File: src/core/acs_pkg.sv
// Constants shared by the conversion cycle sequencer
// Assumes a 40 MHz system clock
package acs_pkg;
  localparam int unsigned CLK_HZ          = 40000000;
  localparam int unsigned POR_TIME_US     = 1000;
  localparam int unsigned POR_CYCLES      = (CLK_HZ / 1000000) * POR_TIME_US;
  localparam int unsigned CONV_CYCLES     = 2000;
  localparam int unsigned CAL_CYCLES      = 64;
  localparam int unsigned WORD_BITS       = 32;
  localparam int unsigned RESULT_BITS     = 29;
  localparam int unsigned ISCK_HALF       = 20;
  localparam int unsigned FIFO_DEPTH      = 4;
  localparam logic [5:0]  BIT_CNT_RESET   = 6'h00;
  localparam logic [31:0] SHIFT_RESET     = 32'h00000000;
  localparam logic [28:0] ACC_RESET       = 29'h00000000;
  typedef enum logic [2:0] {
    ACS_ST_POR,
    ACS_ST_CAL_OFS,
    ACS_ST_CONV,
    ACS_ST_CAL_FS,
    ACS_ST_SLEEP,
    ACS_ST_OUT
  } acs_state_t;
endpackage

File: src/core/acs_sync.sv
// Two-flop synchroniser, one per bit
// Assumes inputs asynchronous to clk_i
`timescale 1ns/1ps
module acs_sync #(
  parameter int unsigned W = 1
) (
  // Clock and reset
  input  wire logic         clk_i,
  input  wire logic         rst_i,
  // Data
  input  wire logic [W-1:0] d_i,
  output logic      [W-1:0] q_o
);
  typedef struct packed {
    logic [W-1:0] s1;
    logic [W-1:0] s2;
  } acs_sync_t;
  acs_sync_t r_q;
  acs_sync_t r_d;
  always_comb begin
    r_d    = r_q;
    r_d.s1 = d_i;
    r_d.s2 = r_q.s1;
  end
  always_ff @(posedge clk_i) begin
    if (rst_i) begin
      r_q <= '0;
    end else begin
      r_q <= r_d;
    end
  end
  assign q_o = r_q.s2;
endmodule

File: src/core/acs_fifo.sv
// Small sample FIFO between the modulator sample stream and the accumulator
// Assumes one clock; the drain side may stall
`timescale 1ns/1ps
module acs_fifo #(
  parameter int unsigned WIDTH = 16,
  parameter int unsigned DEPTH = 4
) (
  // Clock and reset
  input  wire logic             clk_i,
  input  wire logic             rst_i,
  // Fill side
  input  wire logic             in_valid_i,
  output logic                  in_ready_o,
  input  wire logic [WIDTH-1:0] in_data_i,
  // Drain side
  output logic                  out_valid_o,
  input  wire logic             out_ready_i,
  output logic      [WIDTH-1:0] out_data_o
);
  localparam int unsigned AW = (DEPTH > 1) ? $clog2(DEPTH) : 1;
  typedef struct packed {
    logic [DEPTH-1:0][WIDTH-1:0] mem;
    logic [AW-1:0]               wp;
    logic [AW-1:0]               rp;
    logic [AW:0]                 cnt;
  } acs_fifo_t;
  acs_fifo_t r_q;
  acs_fifo_t r_d;
  logic      push;
  logic      pop;
  assign in_ready_o  = (r_q.cnt != (AW+1)'(DEPTH)) ? 1'b1 : 1'b0;
  assign out_valid_o = (r_q.cnt != '0);
  assign out_data_o  = r_q.mem[r_q.rp];
  assign push        = in_valid_i && in_ready_o;
  assign pop         = out_valid_o && out_ready_i;
  always_comb begin
    r_d = r_q;
    if (push) begin
      r_d.mem[r_q.wp] = in_data_i;
      r_d.wp = (r_q.wp == AW'(DEPTH - 1)) ? '0 : r_q.wp + AW'(1);
    end
    if (pop) begin
      r_d.rp = (r_q.rp == AW'(DEPTH - 1)) ? '0 : r_q.rp + AW'(1);
    end
    if (push && !pop) begin
      r_d.cnt = r_q.cnt + (AW+1)'(1);
    end else if (pop && !push) begin
      r_d.cnt = r_q.cnt - (AW+1)'(1);
    end
  end
  always_ff @(posedge clk_i) begin
    if (rst_i) begin
      r_q <= '0;
    end else begin
      r_q <= r_d;
    end
  end
endmodule

File: src/core/acs_seq.sv
// Conversion cycle sequencer: convert, sleep, shift out 32 bits, repeat
// Assumes pins arrive asynchronously; sample stream is on CLK_I
//
// Contract
// Cycle convert, sleep, output, then convert again
// Enter sleep by itself when conversion ends
// Stay asleep while select is high
// Hold finished result unchanged while sleeping
// Select low wakes device and starts output
// Shifted word is the just-finished conversion
// Output bit changes on serial clock fall
// Output ends after 32 bits or select high
// End of output starts a new conversion
// Modes come only from pin timing
// Offset and full-scale calibration every conversion
// Hold reset while supply-fail is indicated
// Supply recovery gives about 1ms reset pulse
// Power-on reset clears every register
// After power-on reset, start a conversion
// Select high: output released, clock ignored
// Select low outside output shows done flag
// Clock mode latched at power-up or select fall
// Select rising during output aborts, reconverts
// Conversion length is a cycle parameter
// Power-on reset length is a cycle parameter
`timescale 1ns/1ps
module acs_seq #(
  parameter int unsigned POR_CYCLES  = acs_pkg::POR_CYCLES,
  parameter int unsigned CONV_CYCLES = acs_pkg::CONV_CYCLES,
  parameter int unsigned CAL_CYCLES  = acs_pkg::CAL_CYCLES,
  parameter int unsigned SAMPLE_W    = 16,
  parameter int unsigned FIFO_DEPTH  = acs_pkg::FIFO_DEPTH
) (
  // System clock and reset
  input  wire logic                CLK_I,
  input  wire logic                RESET_I,
  // Supply monitor
  input  wire logic                SUPPLY_FAIL_I,
  // Serial pins
  input  wire logic                CS_N_I,
  input  wire logic                SCK_I,
  output logic                     SCK_O,
  output logic                     SCK_OE_O,
  output logic                     SERIAL_DATA_OUT_O,
  output logic                     SERIAL_DATA_OUT_OE_O,
  input  wire logic                RATE_SELECT_IN_I,
  // Modulator sample stream
  input  wire logic                SAMPLE_VALID_I,
  output logic                     SAMPLE_READY_O,
  input  wire logic [SAMPLE_W-1:0] SAMPLE_DATA_I,
  // Status
  output logic                     CONVERTING_O,
  output logic                     RATE_SELECT_O
);
  localparam int unsigned CW = 24;
  localparam int unsigned PW = (POR_CYCLES > 1) ? $clog2(POR_CYCLES + 1) : 1;

  typedef struct packed {
    acs_pkg::acs_state_t st;
    logic [CW-1:0]       cnt;
    logic [PW-1:0]       por_cnt;
    logic [5:0]          bits;
    logic [31:0]         shreg;
    logic [28:0]         acc;
    logic [28:0]         ofs;
    logic                eoc_n;
    logic                int_sck_mode;
    logic                sck_prev;
    logic                cs_prev;
    logic                isck;
    logic [7:0]          idiv;
    logic                rate;
  } acs_seq_t;

  acs_seq_t              r_q;
  acs_seq_t              r_d;
  logic                  cs_n_s;
  logic                  cs_s;
  logic                  core_rst;
  logic                  fifo_rst;
  logic                  sck_s;
  logic                  rate_s;
  logic                  sfail_s;
  logic                  smp_valid;
  logic                  smp_ready;
  logic [SAMPLE_W-1:0]   smp_data;
  logic                  fall;
  logic                  cs_fall;
  logic                  cs_rise;
  logic                  accepting;

  // Select, clock, rate and supply-fail pins pass two flops first
  // Select enters inverted, so a cleared synchroniser reads as deselected
  acs_sync #(
    .W (4)
  ) u_sync (
    .clk_i (CLK_I),
    .rst_i (RESET_I),
    .d_i   ({!CS_N_I, SCK_I, RATE_SELECT_IN_I, SUPPLY_FAIL_I}),
    .q_o   ({cs_s, sck_s, rate_s, sfail_s})
  );

  // Sample buffer stalls the modulator in the full-scale, sleep and output states; during power-on reset it is held empty
  acs_fifo #(
    .WIDTH (SAMPLE_W),
    .DEPTH (FIFO_DEPTH)
  ) u_fifo (
    .clk_i       (CLK_I),
    .rst_i       (fifo_rst),
    .in_valid_i  (SAMPLE_VALID_I),
    .in_ready_o  (SAMPLE_READY_O),
    .in_data_i   (SAMPLE_DATA_I),
    .out_valid_o (smp_valid),
    .out_ready_i (smp_ready),
    .out_data_o  (smp_data)
  );

  assign accepting = (r_q.st == acs_pkg::ACS_ST_CONV) || (r_q.st == acs_pkg::ACS_ST_CAL_OFS);
  assign smp_ready = accepting;
  // Supply fail acts as reset; stale samples are dropped as well
  assign core_rst  = RESET_I || sfail_s;
  assign fifo_rst  = core_rst || (r_q.st == acs_pkg::ACS_ST_POR);
  assign cs_n_s    = !cs_s;
  // Serial clock edges, from the pin or from our own divider
  // Internal fall is the divider turning the clock low at this edge
  assign fall      = r_q.int_sck_mode ? (r_q.isck && r_q.idiv == 8'(acs_pkg::ISCK_HALF - 1))
                                      : (r_q.sck_prev && !sck_s);
  assign cs_fall   = r_q.cs_prev && !cs_n_s;
  assign cs_rise   = !r_q.cs_prev && cs_n_s;

  always_comb begin
    r_d          = r_q;
    r_d.sck_prev = sck_s;
    r_d.cs_prev  = cs_n_s;
    // Internal clock only toggles during output with select low
    if (r_q.st == acs_pkg::ACS_ST_OUT && r_q.int_sck_mode && !cs_n_s) begin
      if (r_q.idiv == 8'(acs_pkg::ISCK_HALF - 1)) begin
        r_d.idiv = '0;
        r_d.isck = !r_q.isck;
      end else begin
        r_d.idiv = r_q.idiv + 8'h01;
      end
    end else begin
      r_d.idiv = '0;
      r_d.isck = 1'b0;
    end
    // Mode latched at select fall, never from a register
    if (cs_fall) begin
      r_d.int_sck_mode = sck_s;
    end
    case (r_q.st)
      acs_pkg::ACS_ST_POR: begin
        r_d.eoc_n = 1'b1;
        // Power-on pulse length in clock cycles
        if (r_q.por_cnt == PW'(POR_CYCLES - 1)) begin
          r_d.st           = acs_pkg::ACS_ST_CAL_OFS;
          r_d.cnt          = '0;
          r_d.int_sck_mode = sck_s;
          r_d.rate         = rate_s;
        end else begin
          r_d.por_cnt = r_q.por_cnt + PW'(1);
        end
      end
      acs_pkg::ACS_ST_CAL_OFS: begin
        // Offset estimate taken inside each cycle, unseen by the host
        r_d.eoc_n = 1'b1;
        if (smp_valid) begin
          r_d.ofs = r_q.ofs + 29'(smp_data);
        end
        if (r_q.cnt == CW'(CAL_CYCLES - 1)) begin
          r_d.st  = acs_pkg::ACS_ST_CONV;
          r_d.cnt = '0;
          r_d.acc = acs_pkg::ACC_RESET;
        end else begin
          r_d.cnt = r_q.cnt + CW'(1);
        end
      end
      acs_pkg::ACS_ST_CONV: begin
        if (smp_valid) begin
          r_d.acc = r_q.acc + 29'(smp_data);
        end
        // Fixed conversion length
        if (r_q.cnt == CW'(CONV_CYCLES - 1)) begin
          r_d.st  = acs_pkg::ACS_ST_CAL_FS;
          r_d.cnt = '0;
        end else begin
          r_d.cnt = r_q.cnt + CW'(1);
        end
      end
      acs_pkg::ACS_ST_CAL_FS: begin
        // Full-scale step, then load this very result
        if (r_q.cnt == CW'(CAL_CYCLES - 1)) begin
          r_d.shreg = {1'b0, 1'b0, r_q.acc - r_q.ofs, 1'b0};
          r_d.eoc_n = 1'b0;
          r_d.st    = acs_pkg::ACS_ST_SLEEP;
          r_d.cnt   = '0;
          r_d.ofs   = acs_pkg::ACC_RESET;
        end else begin
          r_d.cnt = r_q.cnt + CW'(1);
        end
      end
      acs_pkg::ACS_ST_SLEEP: begin
        // Sleep by itself and keep shreg untouched
        r_d.bits = acs_pkg::BIT_CNT_RESET;
        // Select low wakes the output
        if (!cs_n_s) begin
          r_d.st = acs_pkg::ACS_ST_OUT;
        end
      end
      acs_pkg::ACS_ST_OUT: begin
        // Abort on select high or finish at 32 bits
        if (cs_rise || cs_n_s) begin
          r_d.st    = acs_pkg::ACS_ST_CAL_OFS;
          r_d.cnt   = '0;
          r_d.eoc_n = 1'b1;
        end else if (fall) begin
          // Shift on falling edge; host samples on rising
          r_d.shreg = {r_q.shreg[30:0], 1'b0};
          r_d.bits  = r_q.bits + 6'h01;
          if (r_q.bits == 6'(acs_pkg::WORD_BITS - 1)) begin
            r_d.st    = acs_pkg::ACS_ST_CAL_OFS;
            r_d.cnt   = '0;
            r_d.eoc_n = 1'b1;
          end
        end
      end
      default: begin
        r_d.st = acs_pkg::ACS_ST_POR;
      end
    endcase
    // Rate pin may change any time; only taken in sleep and at the end of power-on reset
    if (r_q.st == acs_pkg::ACS_ST_SLEEP) begin
      r_d.rate = rate_s;
    end
  end

  always_ff @(posedge CLK_I) begin
    // Supply fail holds everything in reset; release restarts the pulse
    if (core_rst) begin
      r_q       <= '0;
      r_q.st    <= acs_pkg::ACS_ST_POR;
      r_q.eoc_n <= 1'b1;
      r_q.cs_prev  <= 1'b1;
    end else begin
      r_q <= r_d;
    end
  end

  // Output released with select high; done flag shown outside output
  always_comb begin
    SERIAL_DATA_OUT_OE_O = !cs_n_s;
    if (r_q.st == acs_pkg::ACS_ST_OUT) begin
      SERIAL_DATA_OUT_O = r_q.shreg[31];
    end else begin
      SERIAL_DATA_OUT_O = r_q.eoc_n;
    end
  end

  assign SCK_O         = r_q.isck;
  assign SCK_OE_O      = r_q.int_sck_mode && (r_q.st == acs_pkg::ACS_ST_OUT) && !cs_n_s;
  assign CONVERTING_O  = r_q.eoc_n;
  assign RATE_SELECT_O = r_q.rate;
endmodule

File: config.mk
export PLATFORM = sky130hd
export DESIGN_NAME = acs_seq
export DESIGN_NICKNAME = d
export VERILOG_FILES = /design/src/core/acs_pkg.sv /design/src/core/acs_sync.sv /design/src/core/acs_fifo.sv /design/src/core/acs_seq.sv
export SDC_FILE = /design/constraint.sdc
export NUM_CORES = 1
export LEC_CHECK = 0
export BUFFER_PORTS_ARGS = -buffer_cell sky130_fd_sc_hd__buf_4
export CELL_PAD_IN_SITES_DETAIL_PLACEMENT = 2
export CELL_PAD_IN_SITES_GLOBAL_PLACEMENT = 2
export CORE_MARGIN = 5
export CORE_UTILIZATION = 35
export DETAILED_ROUTE_END_ITERATION = 16
export PLACE_DENSITY_LB_ADDON = 0.1
export SKIP_LAST_GASP = 1
export SYNTH_ARGS = -nofsm -noshare
export SYNTH_HDL_FRONTEND = slang
export SYNTH_SLANG_ARGS = --single-unit
File: constraint.sdc
create_clock -name CLK_I -period 3.7 [get_ports CLK_I]
set_clock_uncertainty 0.2 [all_clocks]
set_input_delay 0.37 -clock CLK_I [delete_from_list [all_inputs] [get_ports CLK_I]]
set_output_delay 0.37 -clock CLK_I [all_outputs]
set_load 0.1 [all_outputs]
Yosys cells after proc, flatten, opt, wreduce, memory -nomap -nowiden
Index checks and enable logic that the tools add are counted.

Add/sub/neg operators: 11. Multipliers: 0. Div/mod/pow operators: 0. Order comparisons: 3. Equality and inequality tests: 24. Shifts and indexed selects: 0. Muxes and demuxes: 45. Bitwise logic cells: 2. Reductions and logical operators: 46.

Operator list (number): $pmux W29 S2 (2); $mux W27 (4); $pmux W24 S4 (1); $mux W29 (3); $mux W38 (2); $bwmux W64 (1); $pmux W32 S2 (1); $add A29 B16 Y29 (2); $mux W24 (2); $bmux W16 S2 (1); $demux W16 S2 (1); $mux W16 (2); $mux W32 (1); $mux W30 (1); $sub A29 B29 Y29 (1); $add A24 B1 Y24 const B (1); $eq A24 B11 Y1 const B (1); $eq A24 B6 Y1 const B (1); $mux W3 (6); $pmux W3 S6 (1); $add A16 B1 Y16 const B (1); $eq A16 B16 Y1 const B (1); $reduce_bool A2 Y1 (7); $mux W1 (12); other kinds (34) (75).

Bits in registers: 232. Latch bits: 0. Memory bits (writable): 0. Memory bits (read-only): 0. Output and inout port bits: 7. Memories: 0.

Longest topological paths before layout
Depth in word-level cells: 7. Gate-level depth with buffers: 14.

By module
Synthesis repeated with hierarchy kept, for this count alone.

Cell total of the unflattened synthesis: 1518. Area, all modules: 12969.9 sq um.

Modules (own cells, without submodules): acs_seq (instances 1, cells each 1213, area an instance 9410.3 sq um, sequential area each 3042.9 sq um); acs_fifo (instances 1, cells each 289, area an instance 3349.5 sq um, sequential area each 1421.4 sq um); acs_sync (instances 1, cells each 16, area an instance 210.2 sq um, sequential area each 160.2 sq um).

Worst setup path before layout
Ideal clock, no wire load.

Kind: register -> register. Start: register u_fifo.r_q[3] (netlist bit). End: register r_q[32] (netlist bit). Arrival time: 3652 ps. Required time: 3372 ps. Slack: -279 ps. Cell stages (with the launch flop): 15. Cells stage by stage: dfxtp_1 clkbuf_1 clkbuf_1 mux4_2 ha_1 inv_1 fa_1 nand2b_1 a21oi_1 o311ai_0 a31oi_1 o311ai_1 nor3_1 xnor2_1 nor2_1.

Word-level cells in the longest chain between the ends: 5.

Ends and longest elaborated chain: from (decl) (line acs_fifo.sv:27) `acs_fifo_t r_q;`; from (signal assigned) (line acs_fifo.sv:55) `r_q <= r_d;`; $bmux W16 S2 (line acs_fifo.sv:33) `assign out_data_o = r_q.mem[r_q.rp];`; $mux W16 (implied by the code) (line acs_fifo.sv:33); $add A29 B16 Y29 (line acs_seq.sv:168) `r_d.ofs = r_q.ofs + 29'(smp_data);`; $mux W29 (line acs_seq.sv:167) `if (smp_valid) begin`; $pmux W29 S2 (line acs_seq.sv:151) `case (r_q.st)`; to (signal assigned) (line acs_seq.sv:245) `r_q <= r_d;`; to (decl) (line acs_seq.sv:75) `acs_seq_t r_q;`.

Every way passes these cells. The select of a mux whose other input is x is not followed. A chain may end at the register's enable or synchronous reset.

Worst setup path in the final report
Start: register u_fifo.r_q[4] (netlist bit). End: register r_q[42] (netlist bit).

The elaborated chain is that of the path after synthesis.

==> impl_results.md <==
- Routed len/inst: 19.6 um
- Setup_tns: 0 ns
- Leading area contributor after synthesis: dfxtp_1
- FMAX: about 290 MHz
- Clk Latency, worst-skew pair: 0.59 ns
- Worst R2R Path Depth: 13
- PwrDens: 406 nW/um2
- Async SR Flop Fraction: 0%
- Fin crit share: 94.2%
- CP most frequent cell: buf_4
- Worst reg2reg path startpoint: u_fifo.r_q[4]
- Root buffer cell: clkbuf_16
- Final Wtd Congestion: 0.822
- Max-cap viol count: 0
- Synth warnings: 0
- Largest family of logic cells by synthesized area: simple AND/OR/NAND/NOR gates
- Fin. Hold Viols: 0
- Crit path DAT: around 3.8 ns
- Most numerous cell in the Yosys netlist: nand2_1
- Post-synth EDFFs: 0
- Slew HR: 45.5%
- Initial antenna violation count: 0
- Unrepaired setup endpoints after global routing: false
- Simple-Gate Fraction of Synth Area: 23.9%
- Worst Hold End: u_sync.q_o[3]
- Ant. Diodes: 0
- Rows: 70
- Die Span Y: 201 um
- Inserted Clock Buffers: 30
- Synth top cells by count: nand2_1 (250), dfxtp_1 (231), nor2_1 (166)
- Ys flop type: dfxtp_1
- Final Util: 41.5%
- Post-synthesis mux area share: 4.07%
- Place WS: -0.0837 ns
- Final setup viols: 0
- Synth Area in Compound Gates: 18.4%
- Reg-to-reg slack, setup: 0.21 ns
- Num ports: 30
- Core box area: 36,300 um2
- Reg2reg end: r_q[42]
- Synthesis-stage register bit count: around 230
- Min Tclk post-route: 3.49 ns
- Synth cell types: 72
- Die area: ~40,000 um2
- Slowest cell on crit path: fa_1
- Hold slack: 0.246 ns
- P_leak: between 5 and 6 nW
- Top cells by area, synth: dfxtp_1 (36%), nand2_1 (7.3%), ha_1 (6.8%), a21oi_1 (6.4%), nor2_1 (4.9%)
- H-tree depth: 1
- Placed wire-length estimate: between 30 and 40 mm
- Mapped Cells: 1,595
- Cells after DPL: 2,078
- Vias in the first global route: 12,792
- Vias: around 12,000
- Synth Net Count: 1,692
- Largest net degree at the start of global routing: 72
- Vias per Instance: around 5.5
- CTS tree: yes
- Outcome: complete, no violations
- Top cell type's share of synthesized area: 36.2%
- Routed Antenna Nets: 0
- Filler cell count: 4,065
- Clk sinks: ~230
- Placed Instance Area: 13,800 um2
- First-pass GRT wire length: 68.7 mm
- Layout cells sized above 1: 10.7%
- Slew Limit Fails: 0
- DRT iter0 DRCs: around 320
- Worst-path maximum fanout: 8
- Min-Delay Path Class: reg2reg
- Crit end category: flop
- Hold Path Stages: 1
- Total track usage: 20.4%
- Slack of the critical path: 0.213 ns
- Worst EP required: between 3 and 4 ns
- Total Wirelength: 42.3 mm
- Startpoint types: flop
- First-pass DRT Iterations: 6
- Netlist area before placement: between 10,000 and 15,000 um2
- Critical path cell sequence: buf_4 -> mux4_2 -> inv_1 -> fa_1 -> nand2b_1 -> a21oi_2 -> o311ai_1 -> buf_4 -> a31oi_2 -> o311ai_2 -> buf_4 -> or3_1 -> a21oi_1
- CTS max path bufs: 3
- # DRC: 0
- Slew @ Worst Pin: 0.818 ns
- WS Path Type: reg2reg
- Final instance area: 15,100 um2
- Worst-path clk slew: 0.06 ns
- P&R area growth vs syn: 18.0%
- Grt total ovfl: 0
- Die Width: 201 um
- Adder-cell share of the synthesized area: 7.47%
- VDD IR max: 0.000321 V
- Initial core utilization: 35.2%
- Power Total: 6.14 mW
- Hold Crit Start: u_sync.r_d[3]
- Register area share after synthesis: 36.2%
- Port Buffer Count: 29
- Syn Area/Cell: 8.02 um2
- Crit-path max cell delay: 0.41 ns
- Final nets: 1,765
- Final Instance Count excl. Fillers: 2,157
- Xor and xnor area share after synthesis: under 10%
==> report_power, final <==
group          leakage, nW  internal (mW)  total (mW)  switching, mW
combinational         3.55          0.214       0.630          0.416
sequential            1.86           2.53        2.56         0.0338
clock                0.488           1.79        2.94           1.15
total                 5.90           4.53        6.14           1.60
==> worst max path at each step <==
stage | slack (ns) | from | endpoint | cells after the start
global route | 0.01 | u_fifo.r_q[4] | r_q[42] | 13
detailed placement | -0.08 | u_fifo.r_q[4] | r_q[42] | 12
global placement | 0.08 | u_fifo.r_q[4] | r_q[70] | 11
CTS | -0.03 | u_fifo.r_q[4] | r_q[42] | 12
finish | 0.21 | u_fifo.r_q[4] | r_q[42] | 13
floorplan | 0.06 | u_fifo.r_q[4] | r_q[70] | 11
==> area by class of cell <==
class / count / area [um2] / area share, %
inverter: 57 / 214 / 1.42
clock buffer: 43 / 850 / 5.63
tap: 468 / 586 / 3.88
sequential: 231 / 4630 / 30.6
timing repair buffer: 110 / 926 / 6.13
clock inverter: 10 / 140 / 0.928
multi-input combinational: 1238 / 7760 / 51.4
==> cell usage in the layout, fill, tap and decap left out, types with 38 or more instances in the layout <==
cell type,Yosys,layout
dfxtp_1,231,229
nand3_1,61,61
xor2_1,42,42
nor2_1,166,163
nand2_1,250,249
o21ai_0,66,65
nor3_1,38,38
xnor2_1,49,49
a21oi_1,163,160
inv_1,57,57
buf_4,0,82
ha_1,70,69
==> metal layers <==
layer  GRT usage [%]  part of all wire, %
met3            2.30                  2.2
met4            4.74                  2.2
met2            37.4                   50
met5               0                    0
met1            25.7                   45
==> cells by family (layout without fill, tap and decap cells) <==
| logic type | Yosys count | after routing |
|---|---|---|
| AO/OA/AOI/OAI | 380 | 380 |
| XOR/XNOR | 91 | 91 |
| AND/OR/NAND/NOR | 661 | 661 |
| multiplexers | 32 | 32 |
| flip-flops | 231 | 231 |
| buffers and inverters | 126 | 220 |
| adder cells (fa/ha/maj) | 74 | 74 |
==> timing repair <==
action	4_1_cts	5_1_grt
pin swaps	0	2
setup buffers	0	1
hold endpoints to repair	75	0
hold buffers	25	0
cloned	0	0
gates resized for setup	3	11
endpoints found under the setup margin	13	27
==> registers in the layout (all words and copies together) (netlist names) <==
signal and cells:
r_q 149, u_fifo.r_q 71, u_sync.q_o 4, u_sync.r_d 4, CONVERTING_O 1, RATE_SELECT_O 1
SCK_O 1
==> worst max-delay path, delay by kind of cell (launching register included) <==
| family | cells | cell delay (ns) |
|---|---|---|
| mux | 1 | 0.37 |
| buf+inv | 4 | 0.59 |
| compound gates | 5 | 0.88 |
| simple gates | 2 | 0.56 |
| fa+ha+maj | 1 | 0.41 |
| flops | 1 | 0.36 |
Power figures use the tool's default switching activity.
